--- src/core/ufc_pkg.sv ---
// Purpose: Shared constants of the serial flow-control and error block.
// Assumes: One 32-bit AHB-Lite slave, byte addresses in the low byte.
// Notes: Offsets and bit positions are used by name in the block; the bench uses literal masks.
package ufc_pkg;
    localparam int FIFO_DEPTH = 4;
    localparam int PTR_W = 2;
    localparam int CNT_W = 3;
    localparam int OFS_W = 16;
    localparam int CFG_W = 7;
    localparam int IRQ_W = 10;
    localparam logic [PTR_W-1:0] PTR_LAST = 2'h3;
    localparam logic [CNT_W-1:0] CNT_FULL = 3'h4;
    // Receive count at or below this leaves room for two characters.
    localparam logic [CNT_W-1:0] RTS_ROOM2_MAX_CNT = 3'h2;
    // An overrun is recorded this many characters beyond the DMA offset.
    localparam logic [OFS_W-1:0] OVF_OFS_AHEAD = 16'h0004;
    // Register byte offsets.
    localparam logic [7:0] A_DATA = 8'h00;
    localparam logic [7:0] A_STATUS = 8'h04;
    localparam logic [7:0] A_CONFIG = 8'h08;
    localparam logic [7:0] A_IRQ_EN = 8'h0C;
    localparam logic [7:0] A_IRQ_FLAG = 8'h10;
    localparam logic [7:0] A_IRQ_MODE = 8'h14;
    localparam logic [7:0] A_DMA_CTRL = 8'h18;
    localparam logic [7:0] A_RXERR_A = 8'h1C;
    localparam logic [7:0] A_RXERR_B = 8'h20;
    localparam logic [7:0] A_DMA_STAT = 8'h24;
    localparam logic [7:0] A_TOP_EN = 8'h28;
    // Configuration bits.
    localparam int CFG_RTS = 0;
    localparam int CFG_8BIT = 1;
    localparam int CFG_FLOW = 5;
    localparam int CFG_AUTO = 6;
    // Status bits.
    localparam int ST_CTS = 0;
    localparam int ST_RXVAL = 1;
    localparam int ST_TXFREE = 2;
    localparam int ST_RXOVF = 3;
    localparam int ST_FRM = 4;
    localparam int ST_PAR = 5;
    localparam int ST_TXIDLE = 6;
    // Interrupt source bits.
    localparam int IRQ_RXVAL = 0;
    localparam int IRQ_TXFREE = 1;
    localparam int IRQ_TXIDLE = 2;
    localparam int IRQ_RXOVF = 3;
    localparam int IRQ_PAR = 4;
    localparam int IRQ_FRM = 5;
    localparam int IRQ_TXDMA = 6;
    localparam int IRQ_RXDMA = 8;
    // Values after reset; STATUS_RST is unused, the status register reads 32'h00000044.
    localparam logic [CFG_W-1:0] CFG_RST = 7'h00;
    localparam logic [IRQ_W-1:0] IRQ_RST = 10'h000;
    localparam logic [OFS_W-1:0] OFS_RST = 16'h0000;
    localparam logic [31:0] STATUS_RST = 32'h00000040;
endpackage

--- src/core/ufc_fifo_if.sv ---
// Purpose: Signals between the block and one character FIFO.
// Assumes: Push and pop are single-cycle requests.
// Notes: Width is set per instance.
`timescale 1ns/1ps
interface ufc_fifo_if import ufc_pkg::*; #(parameter int W = 8);
    logic push;
    logic [W-1:0] wdata;
    logic pop;
    logic [W-1:0] rdata;
    logic full;
    logic empty;
    logic [CNT_W-1:0] count;
    modport store(input push, input wdata, input pop,
                  output rdata, output full, output empty, output count);
    modport user(output push, output wdata, output pop,
                 input rdata, input full, input empty, input count);
endinterface

--- src/core/ufc_top.sv ---
// Purpose: Serial port flow control, receive errors and interrupts.
// Assumes: Shifters and DMA engine share CORE_CLK; CTS_N is a pin.
// Notes: Registers sit on an AHB-Lite slave with zero wait states.
// What this block does
// RULE1: Flow on: start a character only with CTS.
// RULE2: CTS loss mid-character finishes the character.
// RULE3: Auto mode: RTS asserted while room for two.
// RULE4: Software mode: RTS follows a configuration bit.
// RULE5: Flow off: RTS and CTS are ignored.
// RULE6: DMA pop records offset of first bad character.
// RULE7: Overrun offset recorded four characters ahead.
// RULE8: Overrun raises interrupt and DMA status at once.
// RULE9: DMA reset or buffer reload clears error.
// RULE10: Transmit idle interrupt, edge or level mode.
// RULE11: Transmit space interrupt, edge or level mode.
// RULE12: Receive available interrupt, edge or level mode.
// RULE13: DMA buffer done interrupt on active fall.
// RULE14: Parity, frame and overrun errors interrupt.
// RULE15: Interrupt needs source enable and top enable.
// RULE16: Four-deep FIFOs fed and drained by data register.
// RULE17: Idle flag when FIFO and shifter are empty.
// RULE18: Overrun flag set on full, cleared by read.
// RULE19: Error flags describe head character, clear when empty.
// RULE20: Software RTS bit one drives the pin low.
// RULE21: Partner stops sending soon after RTS rises.
//
// Design decisions made here: the register offsets and register access over AHB-Lite.
`timescale 1ns/1ps
module ufc_top import ufc_pkg::*; (
    input wire logic CORE_CLK,
    input wire logic SRST,
    input wire logic HSEL,
    input wire logic [31:0] HADDR,
    input wire logic [1:0] HTRANS,
    input wire logic HWRITE,
    input wire logic [2:0] HSIZE,
    input wire logic [31:0] HWDATA,
    input wire logic HREADY,
    output logic [31:0] HRDATA,
    output logic HREADYOUT,
    output logic HRESP,
    input wire logic CTS_N,
    output logic RTS_N,
    output logic TX_START,
    output logic [7:0] TX_DATA,
    input wire logic TX_DONE,
    input wire logic RX_VALID,
    input wire logic [7:0] RX_DATA,
    input wire logic RX_PAR_ERR,
    input wire logic RX_FRM_ERR,
    input wire logic RXDMA_POP,
    input wire logic RXDMA_BUF,
    input wire logic [15:0] RXDMA_OFFSET,
    input wire logic [1:0] RXDMA_LOAD,
    input wire logic [1:0] TXDMA_ACT,
    input wire logic [1:0] RXDMA_ACT,
    output logic [CFG_W-1:0] CFG_OUT,
    output logic IRQ
);
    ufc_fifo_if #(.W(8)) txf();
    ufc_fifo_if #(.W(10)) rxf();

    ufc_fifo #(.W(8)) u_txf (.clk(CORE_CLK), .srst(SRST), .f(txf));
    ufc_fifo #(.W(10)) u_rxf (.clk(CORE_CLK), .srst(SRST), .f(rxf));

    logic [CFG_W-1:0] cfg_q;
    logic [IRQ_W-1:0] irq_en_q;
    logic [IRQ_W-1:0] irq_flag_q;
    logic irq_mode_q;
    logic top_en_q;
    logic ap_wr_q;
    logic [7:0] ap_addr_q;
    logic cts_s1_q;
    logic cts_s2_q;
    logic tx_busy_q;
    logic ovf_q;
    logic [1:0] err_v_q;
    logic [OFS_W-1:0] rxerr_q [2];
    logic [2:0] lvl_prev_q;
    logic [1:0] txact_prev_q;
    logic [1:0] rxact_prev_q;
    logic [31:0] rd_mux;
    logic [31:0] status;
    logic [2:0] lvl;
    logic [IRQ_W-1:0] ev;
    logic ap_valid;
    logic rd_data_pop;
    logic wr_data;
    logic tx_go;
    logic cts_ok;
    logic ovf_evt;
    logic head_err;
    logic dma_err_evt;

    // Bus slave: zero wait states, always OKAY, whole-word access only.
    assign HREADYOUT = 1'b1;
    assign HRESP = 1'b0;
    assign ap_valid = HSEL && HTRANS[1] && HREADY;
    assign rd_data_pop = ap_valid && !HWRITE && (HADDR[7:0] == A_DATA);
    assign wr_data = ap_wr_q && (ap_addr_q == A_DATA);

    always_ff @(posedge CORE_CLK) begin
        if (SRST) begin
            ap_wr_q <= 1'b0;
            ap_addr_q <= 8'h00;
        end else begin
            ap_wr_q <= ap_valid && HWRITE;
            if (ap_valid) begin
                ap_addr_q <= HADDR[7:0];
            end
        end
    end

    // Read data is captured in the address phase so it stands in the data
    // phase; a data read therefore pops the receive FIFO at that edge.
    always_ff @(posedge CORE_CLK) begin
        if (SRST) begin
            HRDATA <= 32'h00000000;
        end else if (ap_valid && !HWRITE) begin
            HRDATA <= rd_mux;
        end
    end

    always_comb begin
        status = 32'h00000000;
        status[ST_CTS] = cts_ok;
        status[ST_RXVAL] = !rxf.empty;
        status[ST_TXFREE] = !txf.full;
        status[ST_RXOVF] = ovf_q;
        status[ST_FRM] = !rxf.empty && rxf.rdata[9]; // RULE19
        status[ST_PAR] = !rxf.empty && rxf.rdata[8]; // RULE19
        status[ST_TXIDLE] = txf.empty && !tx_busy_q; // RULE17
    end

    always_comb begin
        rd_mux = 32'h00000000;
        case (HADDR[7:0])
            A_DATA: rd_mux = {24'h000000, rxf.rdata[7:0]};
            A_STATUS: rd_mux = status;
            A_CONFIG: rd_mux = {25'h0000000, cfg_q};
            A_IRQ_EN: rd_mux = {22'h000000, irq_en_q};
            A_IRQ_FLAG: rd_mux = {22'h000000, irq_flag_q};
            A_IRQ_MODE: rd_mux = {31'h00000000, irq_mode_q};
            A_RXERR_A: rd_mux = {16'h0000, rxerr_q[0]};
            A_RXERR_B: rd_mux = {16'h0000, rxerr_q[1]};
            A_DMA_STAT: rd_mux = {30'h00000000, err_v_q};
            A_TOP_EN: rd_mux = {31'h00000000, top_en_q};
            default: rd_mux = 32'h00000000;
        endcase
    end

    always_ff @(posedge CORE_CLK) begin
        if (SRST) begin
            cfg_q <= CFG_RST;
            irq_en_q <= IRQ_RST;
            irq_mode_q <= 1'b0;
            top_en_q <= 1'b0;
        end else if (ap_wr_q) begin
            case (ap_addr_q)
                A_CONFIG: cfg_q <= HWDATA[CFG_W-1:0];
                A_IRQ_EN: irq_en_q <= HWDATA[IRQ_W-1:0];
                A_IRQ_MODE: irq_mode_q <= HWDATA[0];
                A_TOP_EN: top_en_q <= HWDATA[0];
                default: cfg_q <= cfg_q;
            endcase
        end
    end
    assign CFG_OUT = cfg_q;

    // The pin is asynchronous; nothing reads the first stage directly.
    always_ff @(posedge CORE_CLK) begin
        if (SRST) begin
            cts_s1_q <= 1'b1;
            cts_s2_q <= 1'b1;
        end else begin
            cts_s1_q <= CTS_N;
            cts_s2_q <= cts_s1_q;
        end
    end
    assign cts_ok = !cts_s2_q;

    // Transmit: CTS is looked at only when a character would start, so a
    // character already shifting always completes.
    assign tx_go = !txf.empty && !tx_busy_q
                   && (!cfg_q[CFG_FLOW] || cts_ok); // RULE1 RULE5
    assign txf.push = wr_data; // RULE16
    assign txf.wdata = HWDATA[7:0];
    assign txf.pop = tx_go;

    always_ff @(posedge CORE_CLK) begin
        if (SRST) begin
            tx_busy_q <= 1'b0;
            TX_START <= 1'b0;
            TX_DATA <= 8'h00;
        end else begin
            TX_START <= tx_go;
            if (tx_go) begin
                tx_busy_q <= 1'b1;
                TX_DATA <= txf.rdata;
            end else if (TX_DONE) begin
                tx_busy_q <= 1'b0; // RULE2
            end
        end
    end

    // Receive path; error bits travel with each character.
    assign rxf.push = RX_VALID;
    assign rxf.wdata = {RX_FRM_ERR, RX_PAR_ERR, RX_DATA};
    assign rxf.pop = rd_data_pop || RXDMA_POP; // RULE16
    assign ovf_evt = RX_VALID && rxf.full;
    assign head_err = !rxf.empty && (rxf.rdata[8] || rxf.rdata[9]);
    assign dma_err_evt = RXDMA_POP && head_err;

    always_ff @(posedge CORE_CLK) begin
        if (SRST) begin
            ovf_q <= 1'b0;
        end else if (ovf_evt) begin
            ovf_q <= 1'b1; // RULE18
        end else if (rd_data_pop) begin
            ovf_q <= 1'b0; // RULE18
        end
    end

    always_ff @(posedge CORE_CLK) begin
        if (SRST) begin
            RTS_N <= 1'b1;
        end else if (!cfg_q[CFG_FLOW]) begin
            RTS_N <= 1'b1; // RULE5
        end else if (cfg_q[CFG_AUTO]) begin
            RTS_N <= (rxf.count > RTS_ROOM2_MAX_CNT); // RULE3
        end else begin
            RTS_N <= !cfg_q[CFG_RTS]; // RULE4 RULE20
        end
    end

    // Error offsets per DMA buffer; a new error beats a clear.
    for (genvar b = 0; b < 2; b++) begin : g_rxerr
        logic hit;
        logic clr;
        assign hit = (RXDMA_BUF == 1'(b)) && (dma_err_evt || ovf_evt);
        assign clr = (ap_wr_q && (ap_addr_q == A_DMA_CTRL) && HWDATA[b])
                     || RXDMA_LOAD[b]; // RULE9
        always_ff @(posedge CORE_CLK) begin
            if (SRST) begin
                err_v_q[b] <= 1'b0;
                rxerr_q[b] <= OFS_RST;
            end else if (hit && !err_v_q[b]) begin
                err_v_q[b] <= 1'b1; // RULE6 RULE8
                rxerr_q[b] <= dma_err_evt ? RXDMA_OFFSET
                              : RXDMA_OFFSET + OVF_OFS_AHEAD; // RULE6 RULE7
            end else if (clr && !hit) begin
                err_v_q[b] <= 1'b0; // RULE9
            end
        end
    end

    // Interrupt sources.
    assign lvl = {status[ST_TXIDLE], status[ST_TXFREE], status[ST_RXVAL]};

    always_ff @(posedge CORE_CLK) begin
        if (SRST) begin
            lvl_prev_q <= 3'h6;
            txact_prev_q <= 2'h0;
            rxact_prev_q <= 2'h0;
        end else begin
            lvl_prev_q <= lvl;
            txact_prev_q <= TXDMA_ACT;
            rxact_prev_q <= RXDMA_ACT;
        end
    end

    always_comb begin
        ev = IRQ_RST;
        for (int i = 0; i < 3; i++) begin
            ev[IRQ_RXVAL + i] = irq_mode_q ? lvl[i]
                                : (lvl[i] && !lvl_prev_q[i]); // RULE10 RULE11 RULE12
        end
        ev[IRQ_RXOVF] = ovf_evt; // RULE8 RULE14
        ev[IRQ_PAR] = RX_VALID && RX_PAR_ERR; // RULE14
        ev[IRQ_FRM] = RX_VALID && RX_FRM_ERR; // RULE14
        ev[IRQ_TXDMA +: 2] = txact_prev_q & ~TXDMA_ACT; // RULE13
        ev[IRQ_RXDMA +: 2] = rxact_prev_q & ~RXDMA_ACT; // RULE13
    end

    // Write one to clear; a source firing in the same cycle stays set.
    always_ff @(posedge CORE_CLK) begin
        if (SRST) begin
            irq_flag_q <= IRQ_RST;
        end else if (ap_wr_q && (ap_addr_q == A_IRQ_FLAG)) begin
            irq_flag_q <= (irq_flag_q & ~HWDATA[IRQ_W-1:0]) | ev;
        end else begin
            irq_flag_q <= irq_flag_q | ev;
        end
    end

    always_ff @(posedge CORE_CLK) begin
        if (SRST) begin
            IRQ <= 1'b0;
        end else begin
            IRQ <= top_en_q && |(irq_flag_q & irq_en_q); // RULE15
        end
    end
endmodule // ufc_top

--- src/core/ufc_fifo.sv ---
// Purpose: Four-entry character FIFO in flip-flops.
// Assumes: Push when full and pop when empty are ignored.
// Notes: Head entry is visible on rdata without a pop.
`timescale 1ns/1ps
module ufc_fifo import ufc_pkg::*; #(parameter int W = 8) (
    input wire logic clk,
    input wire logic srst,
    ufc_fifo_if.store f
);
    logic [W-1:0] mem_q [FIFO_DEPTH];
    logic [PTR_W-1:0] wp_q;
    logic [PTR_W-1:0] rp_q;
    logic [CNT_W-1:0] cnt_q;
    logic do_push;
    logic do_pop;

    assign do_push = f.push && (cnt_q != CNT_FULL);
    assign do_pop = f.pop && (cnt_q != '0);

    always_ff @(posedge clk) begin
        if (do_push) begin
            mem_q[wp_q] <= f.wdata;
        end
    end

    always_ff @(posedge clk) begin
        if (srst) begin
            wp_q <= '0;
            rp_q <= '0;
            cnt_q <= '0;
        end else begin
            if (do_push) begin
                wp_q <= (wp_q == PTR_LAST) ? '0 : wp_q + 2'h1;
            end
            if (do_pop) begin
                rp_q <= (rp_q == PTR_LAST) ? '0 : rp_q + 2'h1;
            end
            if (do_push && !do_pop) begin
                cnt_q <= cnt_q + 3'h1;
            end else if (do_pop && !do_push) begin
                cnt_q <= cnt_q - 3'h1;
            end
        end
    end

    assign f.rdata = mem_q[rp_q];
    assign f.full = (cnt_q == CNT_FULL);
    assign f.empty = (cnt_q == '0);
    assign f.count = cnt_q;
endmodule // ufc_fifo

--- config.mk ---
export PLATFORM = sky130hd
export DESIGN_NAME = ufc_top
export DESIGN_NICKNAME = d
export VERILOG_FILES = /design/src/core/ufc_pkg.sv /design/src/core/ufc_fifo_if.sv /design/src/core/ufc_top.sv /design/src/core/ufc_fifo.sv
export SDC_FILE = /design/constraint.sdc
export NUM_CORES = 1
export LEC_CHECK = 0
export CAP_MARGIN = 25
export CORE_MARGIN = 2
export CORE_UTILIZATION = 60
export CTS_CLUSTER_DIAMETER = 200
export DETAILED_ROUTE_END_ITERATION = 6
export DONT_BUFFER_PORTS = 1
export GPL_TIMING_DRIVEN = 0
export PLACE_DENSITY = 0.76
export SLEW_MARGIN = 20
export SYNTH_ARGS = -nofsm -noshare
export SYNTH_HDL_FRONTEND = slang
export SYNTH_SLANG_ARGS = --single-unit
--- constraint.sdc ---
create_clock -name CORE_CLK -period 4.9 [get_ports CORE_CLK]
set_input_delay 1.47 -clock CORE_CLK [delete_from_list [all_inputs] [get_ports CORE_CLK]]
set_output_delay 1.47 -clock CORE_CLK [all_outputs]
set_load 0.1 [all_outputs]
# Word-level counts from Yosys, hierarchy flattened
# Memory sizes are Yosys's and may differ from the RTL's. A register that Yosys moved wholly into a read port is not among the register bits.
# Index checks and enable logic that the tools add are counted.
[classes]
n_addsub = 9
magnitude_cmp = 1
eq_ne = 23
muxes = 39
n_bitwise = 13
reduce_logical = 81
[ops]
columns = ["op", "n"]
rows = [
  ["one-hot mux 16 bit (10 select lines)", 1],
  ["equality test 8 x 5 -> 1 bit, second input constant", 6],
  ["2-to-1 mux 16 bit", 3],
  ["logical AND 1 bit", 38],
  ["equality test 8 x 4 -> 1 bit, second input constant", 4],
  ["equality test 8 x 6 -> 1 bit, second input constant", 4],
  ["2-to-1 mux 1 bit", 24],
  ["bitwise AND 10 bit", 2],
  ["OR 10 bit", 2],
  ["zero test 1 bit", 19],
  ["adder 16 x 3 -> 16 bit, second input constant", 1],
  ["zero test 8 bit", 2],
  ["2-to-1 mux 2 bit", 6],
  ["2-to-1 mux 3 bit", 4],
  ["nonzero test 2 bit", 6],
  ["2-to-1 mux 10 bit", 1],
  ["NOT 10 bit", 1],
  ["OR reduction 10 bit", 1],
  ["adder 2 x 1 -> 2 bit, second input constant", 4],
  ["equality test 2 bit, second input constant", 4],
  ["equality test 8 x 3 -> 1 bit, second input constant", 1],
  ["AND reduction 2 bit", 4],
  ["adder 3 x 1 -> 3 bit, second input constant", 2],
  ["equality test 3 bit, second input constant", 2],
  ["11 further kinds", 24],
]
[word_totals]
regBits = 100
ram_bits = 104
out_inout_bits = 52
n_memories = 3
[memory_table]
columns = ["name", "depth", "word_bits", "rd", "rd_clocked_by_memory_dff", "wr", "line", "rtl"]
rows = [
  ["u_rxf.mem_q", 4, 10, 1, 1, 1, "ufc_fifo.sv:10", "logic [W-1:0] mem_q [FIFO_DEPTH];"],
  ["rxerr_q", 2, 16, 2, 0, 2, "ufc_top.sv:78", "logic [OFS_W-1:0] rxerr_q [2];"],
  ["u_txf.mem_q", 4, 8, 1, 1, 1, "ufc_fifo.sv:10", ""],
]

# Depth between registers and ports, before layout
[logic_depth]
depth_word = 11
ltp_mapped = 10
ltp_nobuf = 9

# By module
# Synthesis repeated with hierarchy kept, for this count alone.
[hier_totals]
hier_cells = 747
hier_area_um2 = 8749.6
[by_module_without_submodules]
columns = ["module", "instances", "cells_per_inst", "area_per_inst_um2", "seq_area_each_um2"]
rows = [
  ["ufc_top", 1, 553, 5173.7, 2522.4],
  ["ufc_fifo (u_rxf)", 1, 102, 1930.6, 1381.3],
  ["ufc_fifo (u_txf)", 1, 92, 1645.3, 1141.1],
]

# Worst setup path before layout
# No wires, ideal clock.
[synth_timing]
kind = "in2reg"
start = "input HADDR[6]"
end = "register u_rxf.cnt_q[2] (netlist: u_rxf.f.count[2])"
setup_time_ns = 0.070
t_arrival_ns = 3.464
required_time_ns = 4.830
slack_ns = 1.365
stages = 10
cell_sequence = "clkbuf_1 -> nor4_4 -> and3_1 -> o21ai_1 -> ha_1 -> inv_1 -> fa_1 -> xor2_1 -> or3_1 -> a21oi_1"
[synth_via]
elab_chain_len = 7
word_cells_on_any_way = 9
[synth_rtl]
columns = ["element", "line", "rtl"]
rows = [
  ["from (decl)", "ufc_top.sv:33", "input wire logic [31:0] HADDR,"],
  ["zero test 8 bit *", "ufc_top.sv:99", "assign rd_data_pop = ap_valid && !HWRITE && (HADDR[7:0] == A_DATA);"],
  ["logical AND 1 bit *", "ufc_top.sv:99", ""],
  ["logical OR 1 bit *", "ufc_top.sv:209", "assign rxf.pop = rd_data_pop || RXDMA_POP;"],
  ["logical AND 1 bit *", "ufc_fifo.sv:18", "assign do_pop = f.pop && (cnt_q != '0);"],
  ["zero test 1 bit", "ufc_fifo.sv:38", "if (do_push && !do_pop) begin"],
  ["logical AND 1 bit", "ufc_fifo.sv:38", ""],
  ["2-to-1 mux 3 bit or nonzero test 2 bit (tied branches)", "--", ""],
  ["to (signal assigned)", "ufc_fifo.sv:39", "cnt_q <= cnt_q + 3'h1;"],
  ["to (signal assigned)", "ufc_fifo.sv:41", "cnt_q <= cnt_q - 3'h1;"],
  ["to (decl)", "ufc_fifo.sv:13", "logic [CNT_W-1:0] cnt_q;"],
]
# Mark *: on every way between the ends. The rest lies on a longest branch, timed or not.
# A chain may end at the register's enable or synchronous reset.

# Final worst setup path
[layout_timing]
start = "input HADDR[3]"
end = "register u_rxf.cnt_q[2] (netlist: u_rxf.f.count[2])"
# The elaborated chain is that of the path after synthesis.

==> flow_metrics.py <==
metrics = {
    "min_path": {
        "hold_end": "cts_s2_q",
        "min_path_type": "flip-flop to flip-flop",
        "hp-start": "cts_s1_q",
        "whs_path_depth": 1,
    },
    "routing": {
        "drt-pass1-iter-count": 7,
        "wl_um": 21500,
        "via_count": 6128,
        "drcViolationCount": 2,
        "ant_nets": 0,
        "wl_per_cell_um": 21.8,
        "viasPerCell": 6.23,
        "drtIter0Drc": 691,
    },
    "power": {
        "total_leakage_power_uw": 0.00341,
        "swShare_pct": 33.9,
        "netSwitchingPower_uw": 1540,
        "powerDensity_nw_per_um2": 474,
        "intPower_uw": 2990,
        "power_frac_seq_pct": 50.3,
        "peakVddDrop_mv": 0.337,
        "p_comb_share_pct": 18.9,
        "clockPowerShare_pct": 30.8,
    },
    "clock_tree": {
        "postCtsSetupBuffers": 0,
        "cts_buffer_depth": 2,
        "cts.clk_slew.worst_paths_ps": 70,
        "clk_latency_ps": 440,
        "hold_buffers": 0,
        "cts_resized": 0,
        "numCtsBuffers": 17,
        "cts_tree": "built",
        "htree_levels": 4,
        "root_buffer": "clkbuf_16",
        "clock-sinks": 198,
    },
    "timing": {
        "fin_skew_ps": 10.9,
        "finalSetupTns_ps": 0,
        "hold_violations": 0,
        "setup_ws_ps": 1150,
        "max_freq_mhz": 267,
        "period_minus_slack_ps": 3750,
        "slew_headroom_pct": 26.0,
        "rsz0062_at_grt": "no",
        "setup_viol": 0,
        "whs_ps": 423,
        "period_share_pct": 76.6,
        "final-max-slew-violation-count": 0,
        "tightest_slew_ps": 1110,
    },
    "worst_setup_path": {
        "timing.rr.end": "u_txf.f.count[2]",
        "critPathCaptureType": "flip-flop",
        "cp_top_family": "simple AND/OR/NAND/NOR gates",
        "r2r_slack_ps": 1570,
        "cp_data_arrival_time_ps": 4100,
        "path_max_fanout": 9,
        "r2r_cells": 9,
        "path_buf_inv": 2,
        "start_kind": "primary input",
        "r2r-start": "CFG_OUT[5]",
        "setup.worst_path.class": "primary input to flip-flop",
        "cp_slowest_cell": "nor4_1",
        "crit_required_ps": 5250,
        "worstPathCellList": "clkbuf_1 -> nor4_1 -> and3_1 -> o21ai_1 -> ha_1 -> inv_1 -> fa_1 -> xor2_1 -> or3_1 -> a21oi_1",
        "slowest_delay_ps": 750,
    },
    "floorplanning": {
        "die_area_um2": 15400,
        "num_io_pins": 163,
        "die_h_um": 124,
        "die_x_um": 124,
        "rows": 43,
        "core_area_um2": 14000,
        "start_util_pct": 61.8,
    },
    "cells_and_area": {
        "drive_above_1_share_pct": 11.1,
        "fin_area_um2": 9540,
        "multi_input_area_um2": 3310,
        "nFillCells": 1068,
        "insertedDiodeCount": 0,
        "seqCellArea_um2": 5010,
        "areaGrowthSynthToFinish_pct": 10.2,
        "finalNetCount": 916,
    },
    "logic_synthesis": {
        "synth_commonest_cells": "edfxtp_1 (104), nor2_1 (96), dfxtp_1 (94), nand2_1 (59), a21oi_1 (51)",
        "synth_edf_count": 104,
        "synth_most_common_cell": "edfxtp_1",
        "synthTopCellsByArea": "edfxtp_1 (36%), dfxtp_1 (22%), nor2_1 (4.2%)",
        "synth_cells": 754,
        "ys_seq_elements": 198,
        "synth_warnings": 0,
        "synthFlopType": "edfxtp_1",
        "avgSynthCellArea_um2": 11.5,
        "ys_seq_area_share_pct": 57.9,
        "synth_area_um2": 8650,
        "yosys.area.top_type": "edfxtp_1",
        "async_flop_share_pct": 0,
        "yosysUniqueCellTypes": 63,
        "synth_top_area_share_pct": 36.1,
    },
    "grt": {
        "grt_pass1_vias": 5971,
        "grt_first_pass_wirelength_um": 32100,
        "overflow": 0,
        "grt_max_degree": 20,
        "track_usage_pct": 28.8,
        "grt_antenna_before_repair": 0,
    },
    "place": {
        "dp_hpwl_um": 15900,
        "post-place-ws_ps": 855,
        "gp_congestion": 0.924,
        "placed_area_um2": 8950,
        "io_buffers": 0,
    },
    "status": {
        "status": "finished with violations",
        "failed_checks": "DRC",
    },
    "run": {
        "cap_viol_max_count": 0,
    },
}
## power groups by stage
| stage | sequential (uW) | clock [uW] | combinational [uW] |
|---|---|---|---|
| 3_5_place_dp | 2310 | 0 | 841 |
| 6_report | 2270 | 1390 | 856 |
| 3_3_place_gp | 2300 | 0 | 800 |
| 2_1_floorplan | 2270 | 0 | 640 |
| 4_1_cts | 2270 | 1390 | 851 |
| 5_1_grt | 2290 | 1460 | 921 |
## metal layers
layer	wire length (um)	part of all wire [%]	track usage, %	vias up
li1	-	-	-	2779
met1	8840	41	39.4	2986
met2	10100	47	45.4	321
met3	2070	9.6	7.23	42
met4	435	2.0	9.06	0
met5	0	0	0	-
## flip-flops by register name (all words and copies together) (netlist names), 3 cells and up, named ones only
name           cells
TX_DATA            8
CFG_OUT            7
irq_flag_q        10
u_txf.f.count      3
irq_en_q          10
rxerr_q           32
u_rxf.f.count      3
ap_addr_q          8
u_rxf.mem_q       40
u_txf.mem_q       32
lvl_prev_q         3
HRDATA            16
## per-stage QoR
step	utilization (%)	total power (uW)	std cells
floorplan	-	2910	770
global placement	63.9	3100	950
detailed placement	64.0	3150	951
CTS	68.2	4510	983
global route	68.2	4670	983
finish	68.2	4520	983
## area by class of cell
type / count / area share [%]
sequential: 198 / 52.5
clock buffer: 17 / 4.46
multi-input combinational: 493 / 34.8
inverter: 26 / 1.02
timing repair buffer: 1 / 0.0394
buffer: 53 / 3.15
tap: 180 / 2.36
clock inverter: 15 / 1.72
## worst max-delay path by stage
stage          startpoint               end  slack (ps)  cells past startpoint
2_1_floorplan    HADDR[6]  u_rxf.f.count[2]        1370                     10
3_3_place_gp     HADDR[3]  u_rxf.f.count[2]         920                     10
3_5_place_dp     HADDR[6]  u_rxf.f.count[2]         860                     10
4_1_cts          HADDR[6]  u_rxf.f.count[2]        1260                     10
5_1_grt          HADDR[6]  u_rxf.f.count[2]        1070                     10
6_report         HADDR[3]  u_rxf.f.count[2]        1150                     10
## cell families (layout without fill, tap and decap cells)
logic type / count (synthesis) / in the layout / synth area share [%]
compound gates: 130 / 130 / 10.1
xor+xnor: 17 / 17 / 1.72
fa+ha+maj: 15 / 15 / 2.34
buf+inv: 79 / 112 / 4.60
flops: 198 / 198 / 57.9
mux: 44 / 44 / 7.97
other cells: 2 / 18 / 0.0868
simple gates: 269 / 269 / 15.3
## layout by cell type, fill, tap and decap left out, drive strengths merged, types with 4 or more instances in the layout
master / count
a211o: 4
a21oi: 51
a221oi: 13
a22o: 12
a22oi: 8
and2: 10
and3: 7
buf: 30
clkbuf: 41
clkinv: 4
conb: 18
dfxtp: 94
edfxtp: 104
ha: 13
inv: 34
mux2: 4
mux2i: 22
mux4: 18
nand2: 59
nand2b: 15
nand3: 14
nand3b: 4
nand4: 5
nor2: 96
nor2b: 8
nor3: 16
nor3b: 5
nor4: 7
o21ai: 20
or2: 5
or3: 7
xor2: 14
Power figures use the tool's default switching activity.
